`config.mk`:
```
export PLATFORM = sky130hd
export DESIGN_NAME = cbr_config_regs
export DESIGN_NICKNAME = d
export VERILOG_FILES = /design/src/common/cbr_pkg.sv /design/src/rtl/cbr_config_regs.sv /design/src/rtl/cbr_sync.sv
export SDC_FILE = /design/constraint.sdc
export NUM_CORES = 1
export LEC_CHECK = 0
export BUFFER_PORTS_ARGS = -buffer_cell sky130_fd_sc_hd__buf_2
export CORE_MARGIN = 2
export CORE_UTILIZATION = 50
export CTS_CLUSTER_DIAMETER = 150
export DETAILED_ROUTE_END_ITERATION = 8
export MAX_ROUTING_LAYER = met4
export PLACE_DENSITY = 0.67
export SLEW_MARGIN = 20
export SYNTH_ARGS = -nofsm -noshare
export SYNTH_HDL_FRONTEND = slang
export SYNTH_SLANG_ARGS = --single-unit
export TNS_END_PERCENT = 30
```
`constraint.sdc`:
```
create_clock -name i_clock -period 6.6 [get_ports i_clock]
set_input_delay 0.99 -clock i_clock [delete_from_list [all_inputs] [get_ports i_clock]]
set_output_delay 0.99 -clock i_clock [all_outputs]
set_load 0.02 [all_outputs]
```
`src/common/cbr_pkg.sv`:
```
`default_nettype none
package cbr_pkg;
    localparam logic [7:0] IDX_EDGE = 8'h02;
    localparam logic [7:0] IDX_FREQ = 8'h03;
    localparam logic [7:0] IDX_RSVD = 8'h04;
    localparam logic [7:0] IDX_REVV = 8'h05;
    localparam logic [7:0] IDX_TYPE = 8'h06;
    localparam logic [7:0] IDX_BLEN = 8'h07;

    localparam logic [7:0] EDGE_RW_MASK = 8'hDD;
    localparam logic [7:0] EDGE_ONES = 8'h02;
    localparam logic [7:0] EDGE_RESET = 8'hDF;
    localparam logic [7:0] FREQ_RW_MASK = 8'h39;
    localparam logic [7:0] FREQ_ONES = 8'h02;
    localparam logic [7:0] FREQ_RESET = 8'h03;
    localparam logic [7:0] BLEN_RW_MASK = 8'h1F;
    localparam logic [7:0] BLEN_ONES = 8'h00;
    localparam logic [7:0] BLEN_RESET = 8'h08;
    localparam logic [7:0] RSVD_VALUE = 8'hFF;
    localparam logic [7:0] UNMAPPED_VALUE = 8'h00;

    localparam int EDGE_BIT_OUT0 = 0;
    localparam int EDGE_BIT_OUT1 = 2;
    localparam int EDGE_BIT_OUT2 = 3;
    localparam int EDGE_BIT_OUT3 = 4;
    localparam int EDGE_BIT_OUT4 = 6;
    localparam int EDGE_BIT_OUT5 = 7;
    localparam int FREQ_GATE_BIT = 5;
    localparam int FREQ_CODE_HI = 4;
    localparam int FREQ_CODE_LO = 3;
    localparam int FREQ_FB_BIT = 0;

    localparam logic [3:0] BITS_PER_BYTE = 4'h8;
    localparam logic [3:0] BIT_CNT_ZERO = 4'h0;
    localparam logic [3:0] BIT_CNT_STEP = 4'h1;
    localparam logic [7:0] BYTE_STEP = 8'h01;
    localparam logic [7:0] BYTE_ZERO = 8'h00;
    localparam logic [1:0] RATE_CODE_OFF = 2'h0;
    localparam logic SDA_DRIVE_LEVEL = 1'b0;
    localparam logic BUS_IDLE_LEVEL = 1'b1;

    localparam logic [1:0] PH_INDEX = 2'h0;
    localparam logic [1:0] PH_COUNT = 2'h1;
    localparam logic [1:0] PH_DATA = 2'h2;

    typedef enum logic [5:0] {
        ST_IDLE = 6'h01,
        ST_ADDR = 6'h02,
        ST_WACK = 6'h04,
        ST_RXB = 6'h08,
        ST_TXB = 6'h10,
        ST_RACK = 6'h20
    } cbr_state_e;
endpackage : cbr_pkg
`default_nettype wire

```
`src/rtl/cbr_config_regs.sv`:
```
`timescale 1ns/100ps
`default_nettype none
// Overview of operation
// - six output edge-rate bits in index 2, one is fast, reset fast
// - index 3 bit 0 sets feedback edge rate, one is fast, reset fast
// - index 3 bit 5 gates software rate change, resets to zero
// - rate code bits 4:3 stored always, act only while gate set
// - index 4 is reserved and always reads all ones
// - index 5 reads fixed revision and vendor nibbles
// - index 6 reads fixed two-bit category and six-bit part identifier
// - index 7 bits 4:0 hold block read length, reset eight
// - block write: address, index, count, data bytes, each acknowledged up to count, data bytes beyond count nacked
// - block read: count first, then successive bytes until host nack
module cbr_config_regs #(
    // arbitrary values
    parameter logic [6:0] P_TARGET_ADDR = 7'h2A,
    parameter logic [3:0] P_REVISION = 4'h3,
    parameter logic [3:0] P_VENDOR = 4'h5,
    parameter logic [1:0] P_DEV_TYPE = 2'h3,
    parameter logic [5:0] P_DEV_ID = 6'h15
) (
    input wire logic i_clock,
    input wire logic i_rst_n,
    input wire logic i_scl,
    input wire logic i_sda,
    output logic o_sda,
    output logic o_sda_oe,
    output logic [5:0] o_edge_speed_out,
    output logic o_edge_speed_feedback,
    output logic o_rate_override,
    output logic [1:0] o_input_rate_code
);
    import cbr_pkg::*;

    function automatic logic [7:0] wmask(input logic [7:0] data, input logic [7:0] mask,
                                         input logic [7:0] ones);
        wmask = (data & mask) | ones;
    endfunction : wmask

    cbr_state_e state_q, state_d;
    logic [3:0] bit_cnt_q, bit_cnt_d;
    logic [7:0] shift_q, shift_d;
    logic [7:0] tx_q, tx_d;
    logic [7:0] index_q, index_d;
    logic [7:0] count_q, count_d;
    logic [1:0] phase_q, phase_d;
    logic oe_q, oe_d;
    logic ack_q, ack_d;
    logic rd_q, rd_d;
    logic [7:0] edge_q;
    logic [7:0] freq_q;
    logic [7:0] blen_q;
    logic rate_override_q;
    logic [1:0] rate_code_q;
    logic scl_p_q, sda_p_q;
    logic [1:0] pins_s;

    cbr_sync u_sync (
        .i_clock(i_clock),
        .i_rst_n(i_rst_n),
        .i_async({i_scl, i_sda}),
        .o_sync(pins_s)
    );

    wire scl_s = pins_s[1];
    wire sda_s = pins_s[0];
    wire scl_rise = scl_s & ~scl_p_q;
    wire scl_fall = ~scl_s & scl_p_q;
    wire start_ev = scl_s & scl_p_q & sda_p_q & ~sda_s;
    wire stop_ev = scl_s & scl_p_q & ~sda_p_q & sda_s;
    wire byte_done = (bit_cnt_q == BITS_PER_BYTE);
    wire addr_match = (shift_q[7:1] == P_TARGET_ADDR);
    wire addr_read = shift_q[0];
    wire data_ok = (phase_q != PH_DATA) || (count_q != BYTE_ZERO);
    wire wr_fire = scl_fall && byte_done && (state_q == ST_RXB) && (phase_q == PH_DATA)
                   && (count_q != BYTE_ZERO);
    wire we_edge = wr_fire && (index_q == IDX_EDGE);
    wire we_freq = wr_fire && (index_q == IDX_FREQ);
    wire we_blen = wr_fire && (index_q == IDX_BLEN);

    wire [7:0] rd_rsvd = RSVD_VALUE;
    wire [7:0] rd_revv = {P_REVISION, P_VENDOR};
    wire [7:0] rd_type = {P_DEV_TYPE, P_DEV_ID};
    wire [7:0] rd_byte = (index_q == IDX_EDGE) ? edge_q :
                         (index_q == IDX_FREQ) ? freq_q :
                         (index_q == IDX_RSVD) ? rd_rsvd :
                         (index_q == IDX_REVV) ? rd_revv :
                         (index_q == IDX_TYPE) ? rd_type :
                         (index_q == IDX_BLEN) ? blen_q : UNMAPPED_VALUE;

    always_comb begin
        state_d = state_q;
        bit_cnt_d = bit_cnt_q;
        shift_d = shift_q;
        tx_d = tx_q;
        index_d = index_q;
        count_d = count_q;
        phase_d = phase_q;
        oe_d = oe_q;
        ack_d = ack_q;
        rd_d = rd_q;
        if (stop_ev) begin
            state_d = ST_IDLE;
            oe_d = 1'b0;
        end else if (start_ev) begin
            state_d = ST_ADDR;
            bit_cnt_d = BIT_CNT_ZERO;
            oe_d = 1'b0;
        end else begin
            unique case (state_q)
                ST_IDLE: begin
                    oe_d = 1'b0;
                end
                ST_ADDR, ST_RXB: begin
                    if (scl_rise) begin
                        shift_d = {shift_q[6:0], sda_s};
                        bit_cnt_d = 4'(bit_cnt_q + BIT_CNT_STEP);
                    end else if (scl_fall && byte_done) begin
                        bit_cnt_d = BIT_CNT_ZERO;
                        state_d = ST_WACK;
                        if (state_q == ST_ADDR) begin
                            ack_d = addr_match;
                            oe_d = addr_match;
                            rd_d = addr_read;
                            tx_d = blen_q;
                            if (addr_match && !addr_read) begin
                                phase_d = PH_INDEX;
                            end
                        end else begin
                            ack_d = data_ok;
                            oe_d = data_ok;
                            rd_d = 1'b0;
                            unique case (phase_q)
                                PH_INDEX: begin
                                    index_d = shift_q;
                                    phase_d = PH_COUNT;
                                end
                                PH_COUNT: begin
                                    count_d = shift_q;
                                    phase_d = PH_DATA;
                                end
                                default: begin
                                    if (data_ok) begin
                                        index_d = 8'(index_q + BYTE_STEP);
                                        count_d = 8'(count_q - BYTE_STEP);
                                    end
                                end
                            endcase
                        end
                    end
                end
                ST_WACK: begin
                    if (scl_fall) begin
                        bit_cnt_d = BIT_CNT_ZERO;
                        if (!ack_q) begin
                            state_d = ST_IDLE;
                            oe_d = 1'b0;
                        end else if (rd_q) begin
                            state_d = ST_TXB;
                            oe_d = ~tx_q[7];
                        end else begin
                            state_d = ST_RXB;
                            oe_d = 1'b0;
                        end
                    end
                end
                ST_TXB: begin
                    if (scl_rise) begin
                        bit_cnt_d = 4'(bit_cnt_q + BIT_CNT_STEP);
                    end else if (scl_fall) begin
                        if (byte_done) begin
                            oe_d = 1'b0;
                            state_d = ST_RACK;
                            bit_cnt_d = BIT_CNT_ZERO;
                        end else begin
                            tx_d = {tx_q[6:0], 1'b0};
                            oe_d = ~tx_q[6];
                        end
                    end
                end
                ST_RACK: begin
                    if (scl_rise) begin
                        if (sda_s) begin
                            state_d = ST_IDLE;
                        end else begin
                            tx_d = rd_byte;
                            index_d = 8'(index_q + BYTE_STEP);
                        end
                    end else if (scl_fall) begin
                        state_d = ST_TXB;
                        oe_d = ~tx_q[7];
                    end
                end
                default: begin
                    state_d = ST_IDLE;
                    oe_d = 1'b0;
                end
            endcase
        end
    end

    always_ff @(posedge i_clock) begin
        if (!i_rst_n) begin
            state_q <= ST_IDLE;
            bit_cnt_q <= BIT_CNT_ZERO;
            shift_q <= BYTE_ZERO;
            tx_q <= BYTE_ZERO;
            index_q <= BYTE_ZERO;
            count_q <= BYTE_ZERO;
            phase_q <= PH_INDEX;
            oe_q <= 1'b0;
            ack_q <= 1'b0;
            rd_q <= 1'b0;
            scl_p_q <= BUS_IDLE_LEVEL;
            sda_p_q <= BUS_IDLE_LEVEL;
        end else begin
            state_q <= state_d;
            bit_cnt_q <= bit_cnt_d;
            shift_q <= shift_d;
            tx_q <= tx_d;
            index_q <= index_d;
            count_q <= count_d;
            phase_q <= phase_d;
            oe_q <= oe_d;
            ack_q <= ack_d;
            rd_q <= rd_d;
            scl_p_q <= scl_s;
            sda_p_q <= sda_s;
        end
    end

    always_ff @(posedge i_clock) begin
        if (!i_rst_n) begin
            edge_q <= EDGE_RESET;
            freq_q <= FREQ_RESET;
            blen_q <= BLEN_RESET;
        end else begin
            if (we_edge) begin
                edge_q <= wmask(shift_q, EDGE_RW_MASK, EDGE_ONES);
            end
            if (we_freq) begin
                freq_q <= wmask(shift_q, FREQ_RW_MASK, FREQ_ONES);
            end
            if (we_blen) begin
                blen_q <= wmask(shift_q, BLEN_RW_MASK, BLEN_ONES);
            end
        end
    end

    always_ff @(posedge i_clock) begin
        if (!i_rst_n) begin
            rate_override_q <= 1'b0;
            rate_code_q <= RATE_CODE_OFF;
        end else begin
            rate_override_q <= freq_q[FREQ_GATE_BIT];
            rate_code_q <= freq_q[FREQ_GATE_BIT] ?
                           {freq_q[FREQ_CODE_HI], freq_q[FREQ_CODE_LO]} : RATE_CODE_OFF;
        end
    end

    assign o_edge_speed_out = {edge_q[EDGE_BIT_OUT5], edge_q[EDGE_BIT_OUT4],
                               edge_q[EDGE_BIT_OUT3], edge_q[EDGE_BIT_OUT2],
                               edge_q[EDGE_BIT_OUT1], edge_q[EDGE_BIT_OUT0]};
    assign o_edge_speed_feedback = freq_q[FREQ_FB_BIT];
    assign o_rate_override = rate_override_q;
    assign o_input_rate_code = rate_code_q;
    assign o_sda = SDA_DRIVE_LEVEL;
    assign o_sda_oe = oe_q;
endmodule : cbr_config_regs
`default_nettype wire

```
`src/rtl/cbr_sync.sv`:
```
`timescale 1ns/100ps
`default_nettype none
module cbr_sync (
    input wire logic i_clock,
    input wire logic i_rst_n,
    input wire logic [1:0] i_async,
    output logic [1:0] o_sync
);
    import cbr_pkg::*;

    logic [1:0] meta_q;
    logic [1:0] sync_q;

    // two-flop synchroniser, bus idles high
    always_ff @(posedge i_clock) begin
        if (!i_rst_n) begin
            meta_q <= {2{BUS_IDLE_LEVEL}};
            sync_q <= {2{BUS_IDLE_LEVEL}};
        end else begin
            meta_q <= i_async;
            sync_q <= meta_q;
        end
    end

    assign o_sync = sync_q;
endmodule : cbr_sync
`default_nettype wire

```
==> run_summary.xml, run 1 <==
<?xml version="1.0" encoding="UTF-8"?>
<metrics>
  <group name="global_route">
    <metric name="global_route_wire_length_before_repair" unit="microns">16500</metric>
    <metric name="grt.overflow.total" unit="">0</metric>
    <metric name="grt_start_max_net_pins" unit="">37</metric>
    <metric name="number_of_global_route_vias_before_repair" unit="">3318</metric>
    <metric name="initial_antenna_violation_count" unit="">0</metric>
    <metric name="globalRouteTotalUtil" unit="%">24.6</metric>
  </group>
  <group name="cells_and_area">
    <metric name="layout-area-overhead-vs-synth" unit="%">6.59</metric>
    <metric name="nNetsFinal" unit="">508</metric>
    <metric name="postLayoutCoreUtil" unit="%">55.0</metric>
    <metric name="multi_input_area" unit="sq um">2370</metric>
    <metric name="post_route_cells_drive_above_1_share" unit="%">9.24</metric>
    <metric name="fill_cells" unit="">719</metric>
    <metric name="antenna-diode-count" unit="">0</metric>
    <metric name="final_cell_count_no_fill" unit="">600</metric>
    <metric name="stdcell_area" unit="sq um">4250</metric>
    <metric name="ff_latch_area" unit="sq um">1420</metric>
  </group>
  <group name="power_and_ir_drop">
    <metric name="flop_pwr_share" unit="%">51.6</metric>
    <metric name="power_switching" unit="W">0.000208</metric>
    <metric name="sw_frac_of_total" unit="%">24.5</metric>
    <metric name="power.leakage" unit="nW">1.55</metric>
    <metric name="clock_power_share" unit="%">43.5</metric>
    <metric name="vdd.ir_drop.worst" unit="mV">0.143</metric>
    <metric name="power.internal" unit="W">0.000640</metric>
    <metric name="combPwrFrac" unit="%">4.9</metric>
    <metric name="power_density" unit="nW/um^2">200</metric>
  </group>
  <group name="synthesis">
    <metric name="synth_cell_type_count" unit="">61</metric>
    <metric name="syn_area_per_cell" unit="sq um">7.95</metric>
    <metric name="ys_dominant_reg_cell" unit="">sky130_fd_sc_hd__dfxtp_1</metric>
    <metric name="postSynthCellCount" unit="">502</metric>
    <metric name="yosys_register_bits" unit="">71</metric>
    <metric name="postSynth.asyncResetShare" unit="%">0</metric>
    <metric name="ys.warnings.count" unit="">0</metric>
    <metric name="netlist_area" unit="sq um">3990</metric>
    <metric name="synth.most_common_cell" unit="">sky130_fd_sc_hd__dfxtp_1</metric>
    <metric name="synth_top_cells_by_count" unit="">71 x sky130_fd_sc_hd__dfxtp_1, 67 x sky130_fd_sc_hd__nand2_1, 53 x sky130_fd_sc_hd__nor2_1, 41 x sky130_fd_sc_hd__a21oi_1, 25 x sky130_fd_sc_hd__clkbuf_1</metric>
    <metric name="synth-edff-count" unit="">0</metric>
    <metric name="synth_sequential_area_ratio" unit="%">35.6</metric>
    <metric name="synthesis.nets" unit="">517</metric>
    <metric name="largest_cells_by_area_after_synthesis" unit="">sky130_fd_sc_hd__dfxtp_1 36%, sky130_fd_sc_hd__nand2_1 6.3%, sky130_fd_sc_hd__mux2i_1 6.0%</metric>
    <metric name="post-synth-top-area-cell" unit="">sky130_fd_sc_hd__dfxtp_1</metric>
    <metric name="post-synth-top-area-fraction" unit="%">35.6</metric>
  </group>
  <group name="route">
    <metric name="dr.pass1.iters" unit="">6</metric>
    <metric name="first_iter_violations" unit="">259</metric>
    <metric name="post_drt_via_cell_ratio" unit="">5.97</metric>
    <metric name="wire_per_inst" unit="microns">16.5</metric>
    <metric name="dr_total_vias" unit="">3582</metric>
    <metric name="wl" unit="microns">9930</metric>
    <metric name="drc" unit="">0</metric>
    <metric name="drtAntennaViolNets" unit="">0</metric>
  </group>
  <group name="setup_path">
    <metric name="worstPathMaxFanout" unit="">16</metric>
    <metric name="critPathCaptureType" unit="">flip-flop</metric>
    <metric name="timing_worst_setup_path_type" unit="">reg -&gt; reg</metric>
    <metric name="cp_data_required_time" unit="ps">6860</metric>
    <metric name="critPathLaunchType" unit="">flip-flop</metric>
    <metric name="critPathArrivalTime" unit="ps">2860</metric>
  </group>
  <group name="floorplan">
    <metric name="die_width" unit="microns">93.3</metric>
    <metric name="placeableCoreArea" unit="sq um">7730</metric>
    <metric name="io_pins" unit="">16</metric>
    <metric name="initial_utilization" unit="%">51.6</metric>
    <metric name="die_y" unit="microns">93.3</metric>
    <metric name="die_area" unit="sq um">8710</metric>
    <metric name="row_count" unit="">32</metric>
  </group>
  <group name="place">
    <metric name="dp.final_hpwl" unit="microns">6930</metric>
    <metric name="placed_cells" unit="">584</metric>
    <metric name="finalWeightedCongestion" unit="">0.906</metric>
    <metric name="numPortBuffers" unit="">14</metric>
    <metric name="placed_cell_area" unit="sq um">4040</metric>
    <metric name="post-place-ws" unit="ps">4010</metric>
  </group>
  <group name="clocking">
    <metric name="cts_max_level" unit="">3</metric>
    <metric name="post_cts_resize_count" unit="">0</metric>
    <metric name="cts_post_setup_buffers_inserted" unit="">0</metric>
    <metric name="clkTransAtPathRegs" unit="ps">80</metric>
    <metric name="cts_sinks" unit="">71</metric>
    <metric name="clock_tree.buffer_depth" unit="">2</metric>
    <metric name="worstSkewPairLatency" unit="ps">360</metric>
    <metric name="cts_tree" unit="">done</metric>
    <metric name="clock-root-buffer" unit="">sky130_fd_sc_hd__clkbuf_8</metric>
    <metric name="number_of_buffers_added_by_the_clock_tree_synthesis_step" unit="">9</metric>
    <metric name="cts_hold_buffers" unit="">0</metric>
  </group>
  <group name="timing">
    <metric name="setup_viol" unit="">0</metric>
    <metric name="clock-skew-final" unit="ps">11.4</metric>
    <metric name="slew_headroom" unit="%">26.7</metric>
    <metric name="tightestPinTransition" unit="ps">1100</metric>
    <metric name="setup_total_negative_slack" unit="ps">0</metric>
    <metric name="grt_setup_unrepaired" unit="">false</metric>
    <metric name="min_period_over_period" unit="%">39.3</metric>
    <metric name="setup_slack" unit="ps">4000</metric>
    <metric name="post-route-min-period" unit="ps">2600</metric>
    <metric name="timing_hold_violations_final" unit="">0</metric>
    <metric name="clock.fmax" unit="MHz">385</metric>
    <metric name="drv_slew" unit="">0</metric>
  </group>
  <group name="hold_path">
    <metric name="min_path_type" unit="">reg -&gt; reg</metric>
  </group>
  <group name="run_status">
    <metric name="run_status" unit="">completed</metric>
  </group>
  <group name="flow_run">
    <metric name="max_cap_violations" unit="">0</metric>
  </group>
</metrics>
[cell families after synthesis]
family | Yosys count | synth area share (%)
DFF | 71 | 35.6
muxes | 24 | 6.02
other | 1 | 0.0940
xor gates and xnor gates | 2 | 0.439
buffers and inverters | 47 | 5.08
AOI/OAI and AO/OA | 121 | 19.9
and+or+nand+nor | 225 | 29.4
adders and majority gates | 11 | 3.45
[power groups by stage]
stage	sequential [W]	combinational [W]	clock [W]
floorplan	0.000445	0.0000357	0
global placement	0.000447	0.0000405	0
detailed placement	0.000448	0.0000410	0
CTS	0.000438	0.0000413	0.000374
global route	0.000438	0.0000462	0.000391
finish	0.000438	0.0000420	0.000369
[final timing paths]
kind,cells after the start,start,slack [ps],endpoint
setup / recovery,6,state_q[0],4000,index_q[1]
hold / removal,1,u_sync.meta_q[1],410,u_sync.o_sync[1]
setup reg to reg,6,state_q[0],4000,index_q[1]
hold reg to reg,1,u_sync.meta_q[1],410,u_sync.o_sync[1]
[final cells by class]
class	instances	area share [%]
clock inverters	5	1.32
clock buffers	11	3.56
repair buffers	15	1.82
inverters	12	1.06
multi-input cells	384	55.8
well taps	102	3.00
flip-flops and latches	71	33.4
[sequential cells by signal, summed over array words and instances (netlist names), 2 cells and up]
signal	count
tx_q	8
count_q	8
index_q	8
freq_q	4
bit_cnt_q	4
phase_q	2
shift_q	8
o_input_rate_code	2
u_sync.o_sync	2
edge_q	6
blen_q	5
state_q	6
u_sync.meta_q	2
[metal layers]
layer,global-route usage (%),vias to the layer above,wire (microns)
met5,-,-,0
met4,11.4,0,248
met3,4.67,23,510
met2,35.8,114,4410
met1,33.1,1661,4760
li1,-,1784,-
[worst max-delay path: stages (launching register included)]
cell and delay (ps):
sky130_fd_sc_hd__dfxtp_1 400, sky130_fd_sc_hd__or3_4 460, sky130_fd_sc_hd__or3_1 460, sky130_fd_sc_hd__o221ai_2 300, sky130_fd_sc_hd__nand3b_1 540, sky130_fd_sc_hd__a211oi_1 90
sky130_fd_sc_hd__a211oi_1 250
[cell usage in the layout, fill, tap and decap left out, drive strengths merged, types with 4 or more instances in the layout]
cell type	Yosys	layout
nor3b	6	6
mux2i	24	24
o21ai	24	24
a21oi	41	41
dfxtp	71	71
ha	11	11
or3	6	6
or4	4	4
a211oi	10	10
nor2b	10	10
nor4	7	7
clkbuf	25	11
o22ai	5	5
a31oi	4	4
buf	10	15
o31ai	7	7
nor2	53	53
and2	4	4
nand3	12	12
nand4	5	5
nor3	17	17
a221oi	5	5
nand2	67	67
inv	12	12
nand2b	14	14
and3	6	6
[stage by stage]
step / hold WS, ps / total power (W)
floorplan: 386 / 0.000481
global placement: 387 / 0.000488
detailed placement: 401 / 0.000489
CTS: 420 / 0.000853
global route: 427 / 0.000875
finish: 414 / 0.000848
Note: power is estimated with default switching activity, not from simulation.
==> run 2, diff against run 1 <==
Settings changed: PLACE_DENSITY 0.67 to 0.69.
Clock period 6.6 ns to 2.33 ns, I/O delays scaled along.
==> run 2 against run 1 <==
  * Critical path depth is 1 higher
  * Clock power grew to 3.0 times the previous value
  * Register-to-register slack worse by 3900 ps
  * Largest cell class unchanged
  * Worst setup slack worse by 3900 ps
  * Critical endpoint is now index_q[3]
==> run_summary.xml, run 2 (same netlist as run 1, synthesis figures left out) <==
<?xml version="1.0" encoding="UTF-8"?>
<metrics>
  <group name="power_and_ir_drop">
    <metric name="flop_pwr_share" unit="%">49.6</metric>
    <metric name="vdd.ir_drop.worst" unit="mV">0.399</metric>
    <metric name="clock_power_share" unit="%">44.4</metric>
    <metric name="power.leakage" unit="nW">1.72</metric>
    <metric name="power_switching" unit="W">0.000598</metric>
    <metric name="report.power.total" unit="W">0.00249</metric>
    <metric name="power.internal" unit="W">0.00189</metric>
    <metric name="combPwrFrac" unit="%">6.0</metric>
    <metric name="power_density" unit="nW/um^2">550</metric>
    <metric name="sw_frac_of_total" unit="%">24.0</metric>
  </group>
  <group name="floorplan">
    <metric name="die_area" unit="sq um">8710</metric>
    <metric name="initial_utilization" unit="%">51.6</metric>
    <metric name="io_pins" unit="">16</metric>
    <metric name="die_width" unit="microns">93.3</metric>
    <metric name="row_count" unit="">32</metric>
    <metric name="die_y" unit="microns">93.3</metric>
    <metric name="placeableCoreArea" unit="sq um">7730</metric>
  </group>
  <group name="flow_run">
    <metric name="max_cap_violations" unit="">0</metric>
  </group>
  <group name="route">
    <metric name="dr.pass1.iters" unit="">5</metric>
    <metric name="post_drt_via_cell_ratio" unit="">5.90</metric>
    <metric name="first_iter_violations" unit="">193</metric>
    <metric name="wl" unit="microns">10400</metric>
    <metric name="wire_per_inst" unit="microns">16.4</metric>
    <metric name="drtAntennaViolNets" unit="">0</metric>
    <metric name="drc" unit="">0</metric>
    <metric name="dr_total_vias" unit="">3738</metric>
  </group>
  <group name="cells_and_area">
    <metric name="post_route_cells_drive_above_1_share" unit="%">14.8</metric>
    <metric name="postLayoutCoreUtil" unit="%">58.6</metric>
    <metric name="layout-area-overhead-vs-synth" unit="%">13.6</metric>
    <metric name="layout_commonest_cell" unit="">sky130_fd_sc_hd__dfxtp_1</metric>
    <metric name="final_cell_count_no_fill" unit="">634</metric>
    <metric name="nNetsFinal" unit="">542</metric>
    <metric name="antenna-diode-count" unit="">0</metric>
    <metric name="mostFrequentLayoutCells" unit="">70 x sky130_fd_sc_hd__dfxtp_1, 67 x sky130_fd_sc_hd__nand2_1, 53 x sky130_fd_sc_hd__nor2_1</metric>
  </group>
  <group name="clocking">
    <metric name="cts_tree" unit="">done</metric>
    <metric name="cts_max_level" unit="">3</metric>
    <metric name="worstSkewPairLatency" unit="ps">350</metric>
    <metric name="clock-root-buffer" unit="">sky130_fd_sc_hd__clkbuf_8</metric>
    <metric name="cts_post_setup_buffers_inserted" unit="">0</metric>
    <metric name="cts_sinks" unit="">71</metric>
    <metric name="clkTransAtPathRegs" unit="ps">80</metric>
    <metric name="number_of_buffers_added_by_the_clock_tree_synthesis_step" unit="">9</metric>
    <metric name="clock_tree.buffer_depth" unit="">2</metric>
  </group>
  <group name="global_route">
    <metric name="grt_start_max_net_pins" unit="">28</metric>
    <metric name="initial_antenna_violation_count" unit="">0</metric>
    <metric name="grt.overflow.total" unit="">0</metric>
    <metric name="global_route_wire_length_before_repair" unit="microns">17600</metric>
    <metric name="globalRouteTotalUtil" unit="%">26.3</metric>
    <metric name="number_of_global_route_vias_before_repair" unit="">3507</metric>
  </group>
  <group name="timing">
    <metric name="post-route-min-period" unit="ps">2220</metric>
    <metric name="timing_hold_violations_final" unit="">0</metric>
    <metric name="clock.fmax" unit="MHz">451</metric>
    <metric name="setup_total_negative_slack" unit="ps">0</metric>
    <metric name="setup_viol" unit="">0</metric>
    <metric name="min_period_over_period" unit="%">95.2</metric>
    <metric name="grt_setup_unrepaired" unit="">false</metric>
    <metric name="clock-skew-final" unit="ps">7.80</metric>
    <metric name="tightestPinTransition" unit="ps">519</metric>
    <metric name="drv_slew" unit="">0</metric>
    <metric name="slew_headroom" unit="%">65.3</metric>
  </group>
  <group name="hold_path">
    <metric name="min_path_type" unit="">in -&gt; reg</metric>
  </group>
  <group name="place">
    <metric name="numPortBuffers" unit="">14</metric>
    <metric name="finalWeightedCongestion" unit="">0.894</metric>
    <metric name="placed_cells" unit="">618</metric>
    <metric name="dp.final_hpwl" unit="microns">7550</metric>
  </group>
  <group name="setup_path">
    <metric name="critPathArrivalTime" unit="ps">2470</metric>
    <metric name="timing_worst_setup_path_type" unit="">reg -&gt; reg</metric>
    <metric name="critPathCaptureType" unit="">flip-flop</metric>
    <metric name="critPathLaunchType" unit="">flip-flop</metric>
    <metric name="worstPathMaxFanout" unit="">16</metric>
    <metric name="cp_data_required_time" unit="ps">2590</metric>
  </group>
  <group name="run_status">
    <metric name="run_status" unit="">completed</metric>
  </group>
</metrics>
[run 2: per-layer routing]
metal | global-route usage (%) | wire length, microns | up-vias
met3 | 5.64 | 410 | 29
li1 | - | - | 1855
met2 | 42.2 | 4960 | 104
met5 | - | 0 | -
met4 | 9.80 | 307 | 0
met1 | 32.7 | 4750 | 1750
[run 2: final cells by class]
class / count / area (sq um)
Tap cell: 102 / 128
Clock inverter: 6 / 93.8
Fill cell: 729 / 3200
Inverter: 12 / 45.0
Timing Repair Buffer: 49 / 345
Sequential cell: 71 / 1420
Clock buffer: 10 / 128
Multi-Input combinational cell: 384 / 2370
[run 2: timing repair]
item,CTS,global route
endpoints found under the setup margin,0,7
resized for setup,0,2
endpoints found under the hold margin,0,0
hold buffers,0,0
[run 2: path summary, 6_finish.rpt]
path                     from  cells after the start               end  slack (ps)
max                state_q[2]                      7        index_q[3]         110
min                     i_sda                      2  u_sync.meta_q[0]         180
max reg2reg        state_q[2]                      7        index_q[3]         110
min reg2reg  u_sync.meta_q[0]                      1  u_sync.o_sync[0]         420
[run 2: power groups by stage]
stage / clock network (W) / logic (W) / registers, W
after global placement: 0 / 0.000148 / 0.00126
after floorplan: 0 / 0.000101 / 0.00126
after detailed placement: 0 / 0.000148 / 0.00126
after global routing: 0.00118 / 0.000166 / 0.00124
after CTS: 0.00113 / 0.000149 / 0.00124
final: 0.00111 / 0.000151 / 0.00124
[run 2: worst max-delay path, stage by stage, from the launching register on]
cell,delay (ps)
sky130_fd_sc_hd__dfxtp_2,370
sky130_fd_sc_hd__or3_4,410
sky130_fd_sc_hd__or3_1,440
sky130_fd_sc_hd__o221ai_2,270
sky130_fd_sc_hd__nand3b_1,200
sky130_fd_sc_hd__buf_12,160
sky130_fd_sc_hd__a21oi_1,40
sky130_fd_sc_hd__o32ai_1,220
[run 2: stage by stage]
stage	hold WS (ps)	worst slack [ps]	instance area, sq um
5_1_grt	171	13.8	4530
3_3_place_gp	388	135	4300
3_5_place_dp	405	111	4300
4_1_cts	167	61.6	4530
6_report	177	112	4530
2_1_floorplan	386	104	3990
==> run 3, diff against run 2 <==
Settings changed: PLACE_DENSITY 0.69 to 0.7.
==> run 3 against run 2 <==
  * Sequential cell count did not move
  * Routed wire length increased by 0.99%
  * Fmax down 0.64%
  * Cell area down 0.28%
  * Sequential share of layout area increased by 0.059 points
  * Clock skew rose by 3.2 ps
  * Hold slack is essentially flat
  * Combinational power about the same
  * Critical path type unchanged
  * Critical endpoint unchanged
  * Largest cell class unchanged
  * Highest routed layer unchanged
==> run_summary.xml, run 3 (same netlist as run 1, synthesis figures left out) <==
<?xml version="1.0" encoding="UTF-8"?>
<metrics>
  <group name="setup_path">
    <metric name="timing_worst_setup_path_type" unit="">reg -&gt; reg</metric>
    <metric name="worstReg2RegStart" unit="">state_q[2]</metric>
    <metric name="worstPathMaxFanout" unit="">10</metric>
    <metric name="r2r-end" unit="">index_q[3]</metric>
    <metric name="cp_data_required_time" unit="ps">2600</metric>
    <metric name="reg2reg_slack" unit="ps">100</metric>
    <metric name="critPathArrivalTime" unit="ps">2500</metric>
    <metric name="critPathLaunchType" unit="">flip-flop</metric>
    <metric name="critPathCaptureType" unit="">flip-flop</metric>
    <metric name="rr_worst_depth" unit="">7</metric>
  </group>
  <group name="clocking">
    <metric name="cts_hold_buffers" unit="">0</metric>
    <metric name="cts_sinks" unit="">71</metric>
    <metric name="number_of_buffers_added_by_the_clock_tree_synthesis_step" unit="">9</metric>
    <metric name="cts_tree" unit="">done</metric>
    <metric name="clkTransAtPathRegs" unit="ps">90</metric>
    <metric name="clock-root-buffer" unit="">sky130_fd_sc_hd__clkbuf_8</metric>
    <metric name="cts_max_level" unit="">3</metric>
    <metric name="clock_tree.buffer_depth" unit="">2</metric>
    <metric name="worstSkewPairLatency" unit="ps">360</metric>
  </group>
  <group name="timing">
    <metric name="timing_hold_violations_final" unit="">0</metric>
    <metric name="setup_viol" unit="">0</metric>
    <metric name="drv_slew" unit="">0</metric>
    <metric name="slew_headroom" unit="%">59.3</metric>
    <metric name="clock.fmax" unit="MHz">448</metric>
    <metric name="tightestPinTransition" unit="ps">609</metric>
    <metric name="grt_setup_unrepaired" unit="">true</metric>
    <metric name="min_period_over_period" unit="%">95.8</metric>
    <metric name="setup_slack" unit="ps">98.1</metric>
    <metric name="clock-skew-final" unit="ps">11.0</metric>
    <metric name="post-route-min-period" unit="ps">2230</metric>
  </group>
  <group name="cells_and_area">
    <metric name="layout_commonest_cell" unit="">sky130_fd_sc_hd__dfxtp_1</metric>
    <metric name="layout-area-overhead-vs-synth" unit="%">13.3</metric>
    <metric name="antenna-diode-count" unit="">0</metric>
    <metric name="mostFrequentLayoutCells" unit="">71 x sky130_fd_sc_hd__dfxtp_1, 67 x sky130_fd_sc_hd__nand2_1, 53 x sky130_fd_sc_hd__nor2_1</metric>
    <metric name="post_route_cells_drive_above_1_share" unit="%">15.1</metric>
    <metric name="fill_cells" unit="">711</metric>
    <metric name="postLayoutCoreUtil" unit="%">58.5</metric>
    <metric name="nNetsFinal" unit="">541</metric>
  </group>
  <group name="flow_run">
    <metric name="max_cap_violations" unit="">0</metric>
  </group>
  <group name="power_and_ir_drop">
    <metric name="power.leakage" unit="nW">1.71</metric>
    <metric name="power.internal" unit="W">0.00181</metric>
    <metric name="power_switching" unit="W">0.000613</metric>
    <metric name="clock_power_share" unit="%">42.8</metric>
    <metric name="sw_frac_of_total" unit="%">25.3</metric>
    <metric name="combPwrFrac" unit="%">6.3</metric>
    <metric name="power_density" unit="nW/um^2">536</metric>
    <metric name="flop_pwr_share" unit="%">50.9</metric>
    <metric name="vdd.ir_drop.worst" unit="mV">0.331</metric>
  </group>
  <group name="route">
    <metric name="dr_total_vias" unit="">3776</metric>
    <metric name="drc" unit="">0</metric>
    <metric name="drtAntennaViolNets" unit="">0</metric>
    <metric name="wire_per_inst" unit="microns">16.6</metric>
    <metric name="post_drt_via_cell_ratio" unit="">5.97</metric>
    <metric name="wl" unit="microns">10500</metric>
    <metric name="first_iter_violations" unit="">204</metric>
    <metric name="dr.pass1.iters" unit="">5</metric>
  </group>
  <group name="hold_path">
    <metric name="hold-path-cell-count" unit="">2</metric>
    <metric name="min_to" unit="">u_sync.meta_q[0]</metric>
    <metric name="worstHoldStart" unit="">i_sda</metric>
    <metric name="min_path_type" unit="">in -&gt; reg</metric>
  </group>
  <group name="place">
    <metric name="dp.final_hpwl" unit="microns">7500</metric>
    <metric name="numPortBuffers" unit="">14</metric>
    <metric name="finalWeightedCongestion" unit="">0.972</metric>
    <metric name="post-place-ws" unit="ps">110</metric>
  </group>
  <group name="global_route">
    <metric name="globalRouteTotalUtil" unit="%">26.2</metric>
    <metric name="number_of_global_route_vias_before_repair" unit="">3525</metric>
    <metric name="initial_antenna_violation_count" unit="">0</metric>
    <metric name="grt.overflow.total" unit="">0</metric>
    <metric name="grt_start_max_net_pins" unit="">35</metric>
    <metric name="global_route_wire_length_before_repair" unit="microns">17400</metric>
  </group>
  <group name="run_status">
    <metric name="run_status" unit="">completed</metric>
  </group>
  <group name="floorplan">
    <metric name="die_width" unit="microns">93.3</metric>
    <metric name="die_y" unit="microns">93.3</metric>
    <metric name="initial_utilization" unit="%">51.6</metric>
    <metric name="io_pins" unit="">16</metric>
    <metric name="placeableCoreArea" unit="sq um">7730</metric>
    <metric name="die_area" unit="sq um">8710</metric>
    <metric name="row_count" unit="">32</metric>
  </group>
</metrics>
[run 3: timing repair]
action	4_1_cts	5_1_grt
hold endpoints to repair	0	0
endpoints found under the setup margin	0	14
resized for setup	0	3
buffers inserted	0	0
[run 3: worst max path at each step]
stage / start / endpoint
3_5_place_dp: state_q[2] / index_q[3]
6_report: state_q[2] / index_q[3]
4_1_cts: state_q[1] / bit_cnt_q[1]
3_3_place_gp: state_q[1] / bit_cnt_q[1]
2_1_floorplan: state_q[0] / count_q[5]
5_1_grt: state_q[2] / index_q[1]
[run 3: stage by stage]
step | cells | hold WS (ps) | power [W] | instance area, sq um | setup TNS [ps]
6_report | 633 | 177 | 0.00242 | 4520 | 0
5_1_grt | 633 | 184 | 0.00251 | 4520 | -2.36
4_1_cts | 633 | 168 | 0.00244 | 4500 | 0
3_5_place_dp | 617 | 401 | 0.00141 | 4300 | 0
3_3_place_gp | 617 | 390 | 0.00141 | 4300 | 0
2_1_floorplan | 502 | 386 | 0.00136 | 3990 | 0
[run 3: worst max-delay path, stage by stage, from the launching register on]
cell and delay, ps:
sky130_fd_sc_hd__dfxtp_1 410, sky130_fd_sc_hd__or3_4 450, sky130_fd_sc_hd__or3_1 430, sky130_fd_sc_hd__o221ai_2 260, sky130_fd_sc_hd__nand3b_1 170, sky130_fd_sc_hd__buf_4 170
sky130_fd_sc_hd__a21oi_1 50, sky130_fd_sc_hd__o32ai_1 210
[run 3: cell type report]
cell class,instances,area [sq um],share of cell area (%)
multi-input cells,384,2380,52.7
clock buffers,10,138,3.05
clock inverters,6,67.6,1.50
well taps,102,128,2.82
flip-flops and latches,71,1420,31.5
inverters,12,45.0,0.997
repair buffers,48,338,7.48
[run 3: power groups by stage]
| stage | registers, W | logic [W] | clock network (W) |
|---|---|---|---|
| after floorplan | 0.00126 | 0.000101 | 0 |
| after global placement | 0.00126 | 0.000146 | 0 |
| after detailed placement | 0.00126 | 0.000148 | 0 |
| after CTS | 0.00123 | 0.000150 | 0.00106 |
| after global routing | 0.00123 | 0.000167 | 0.00111 |
| final | 0.00123 | 0.000153 | 0.00104 |
[run 3: layer usage]
| metal | wire, microns | track usage, % | up-vias |
|---|---|---|---|
| li1 | - | - | 1846 |
| met1 | 4740 | 33.3 | 1808 |
| met2 | 5060 | 40.8 | 105 |
| met3 | 471 | 4.35 | 17 |
| met4 | 256 | 12.3 | 0 |
| met5 | 0 | - | - |
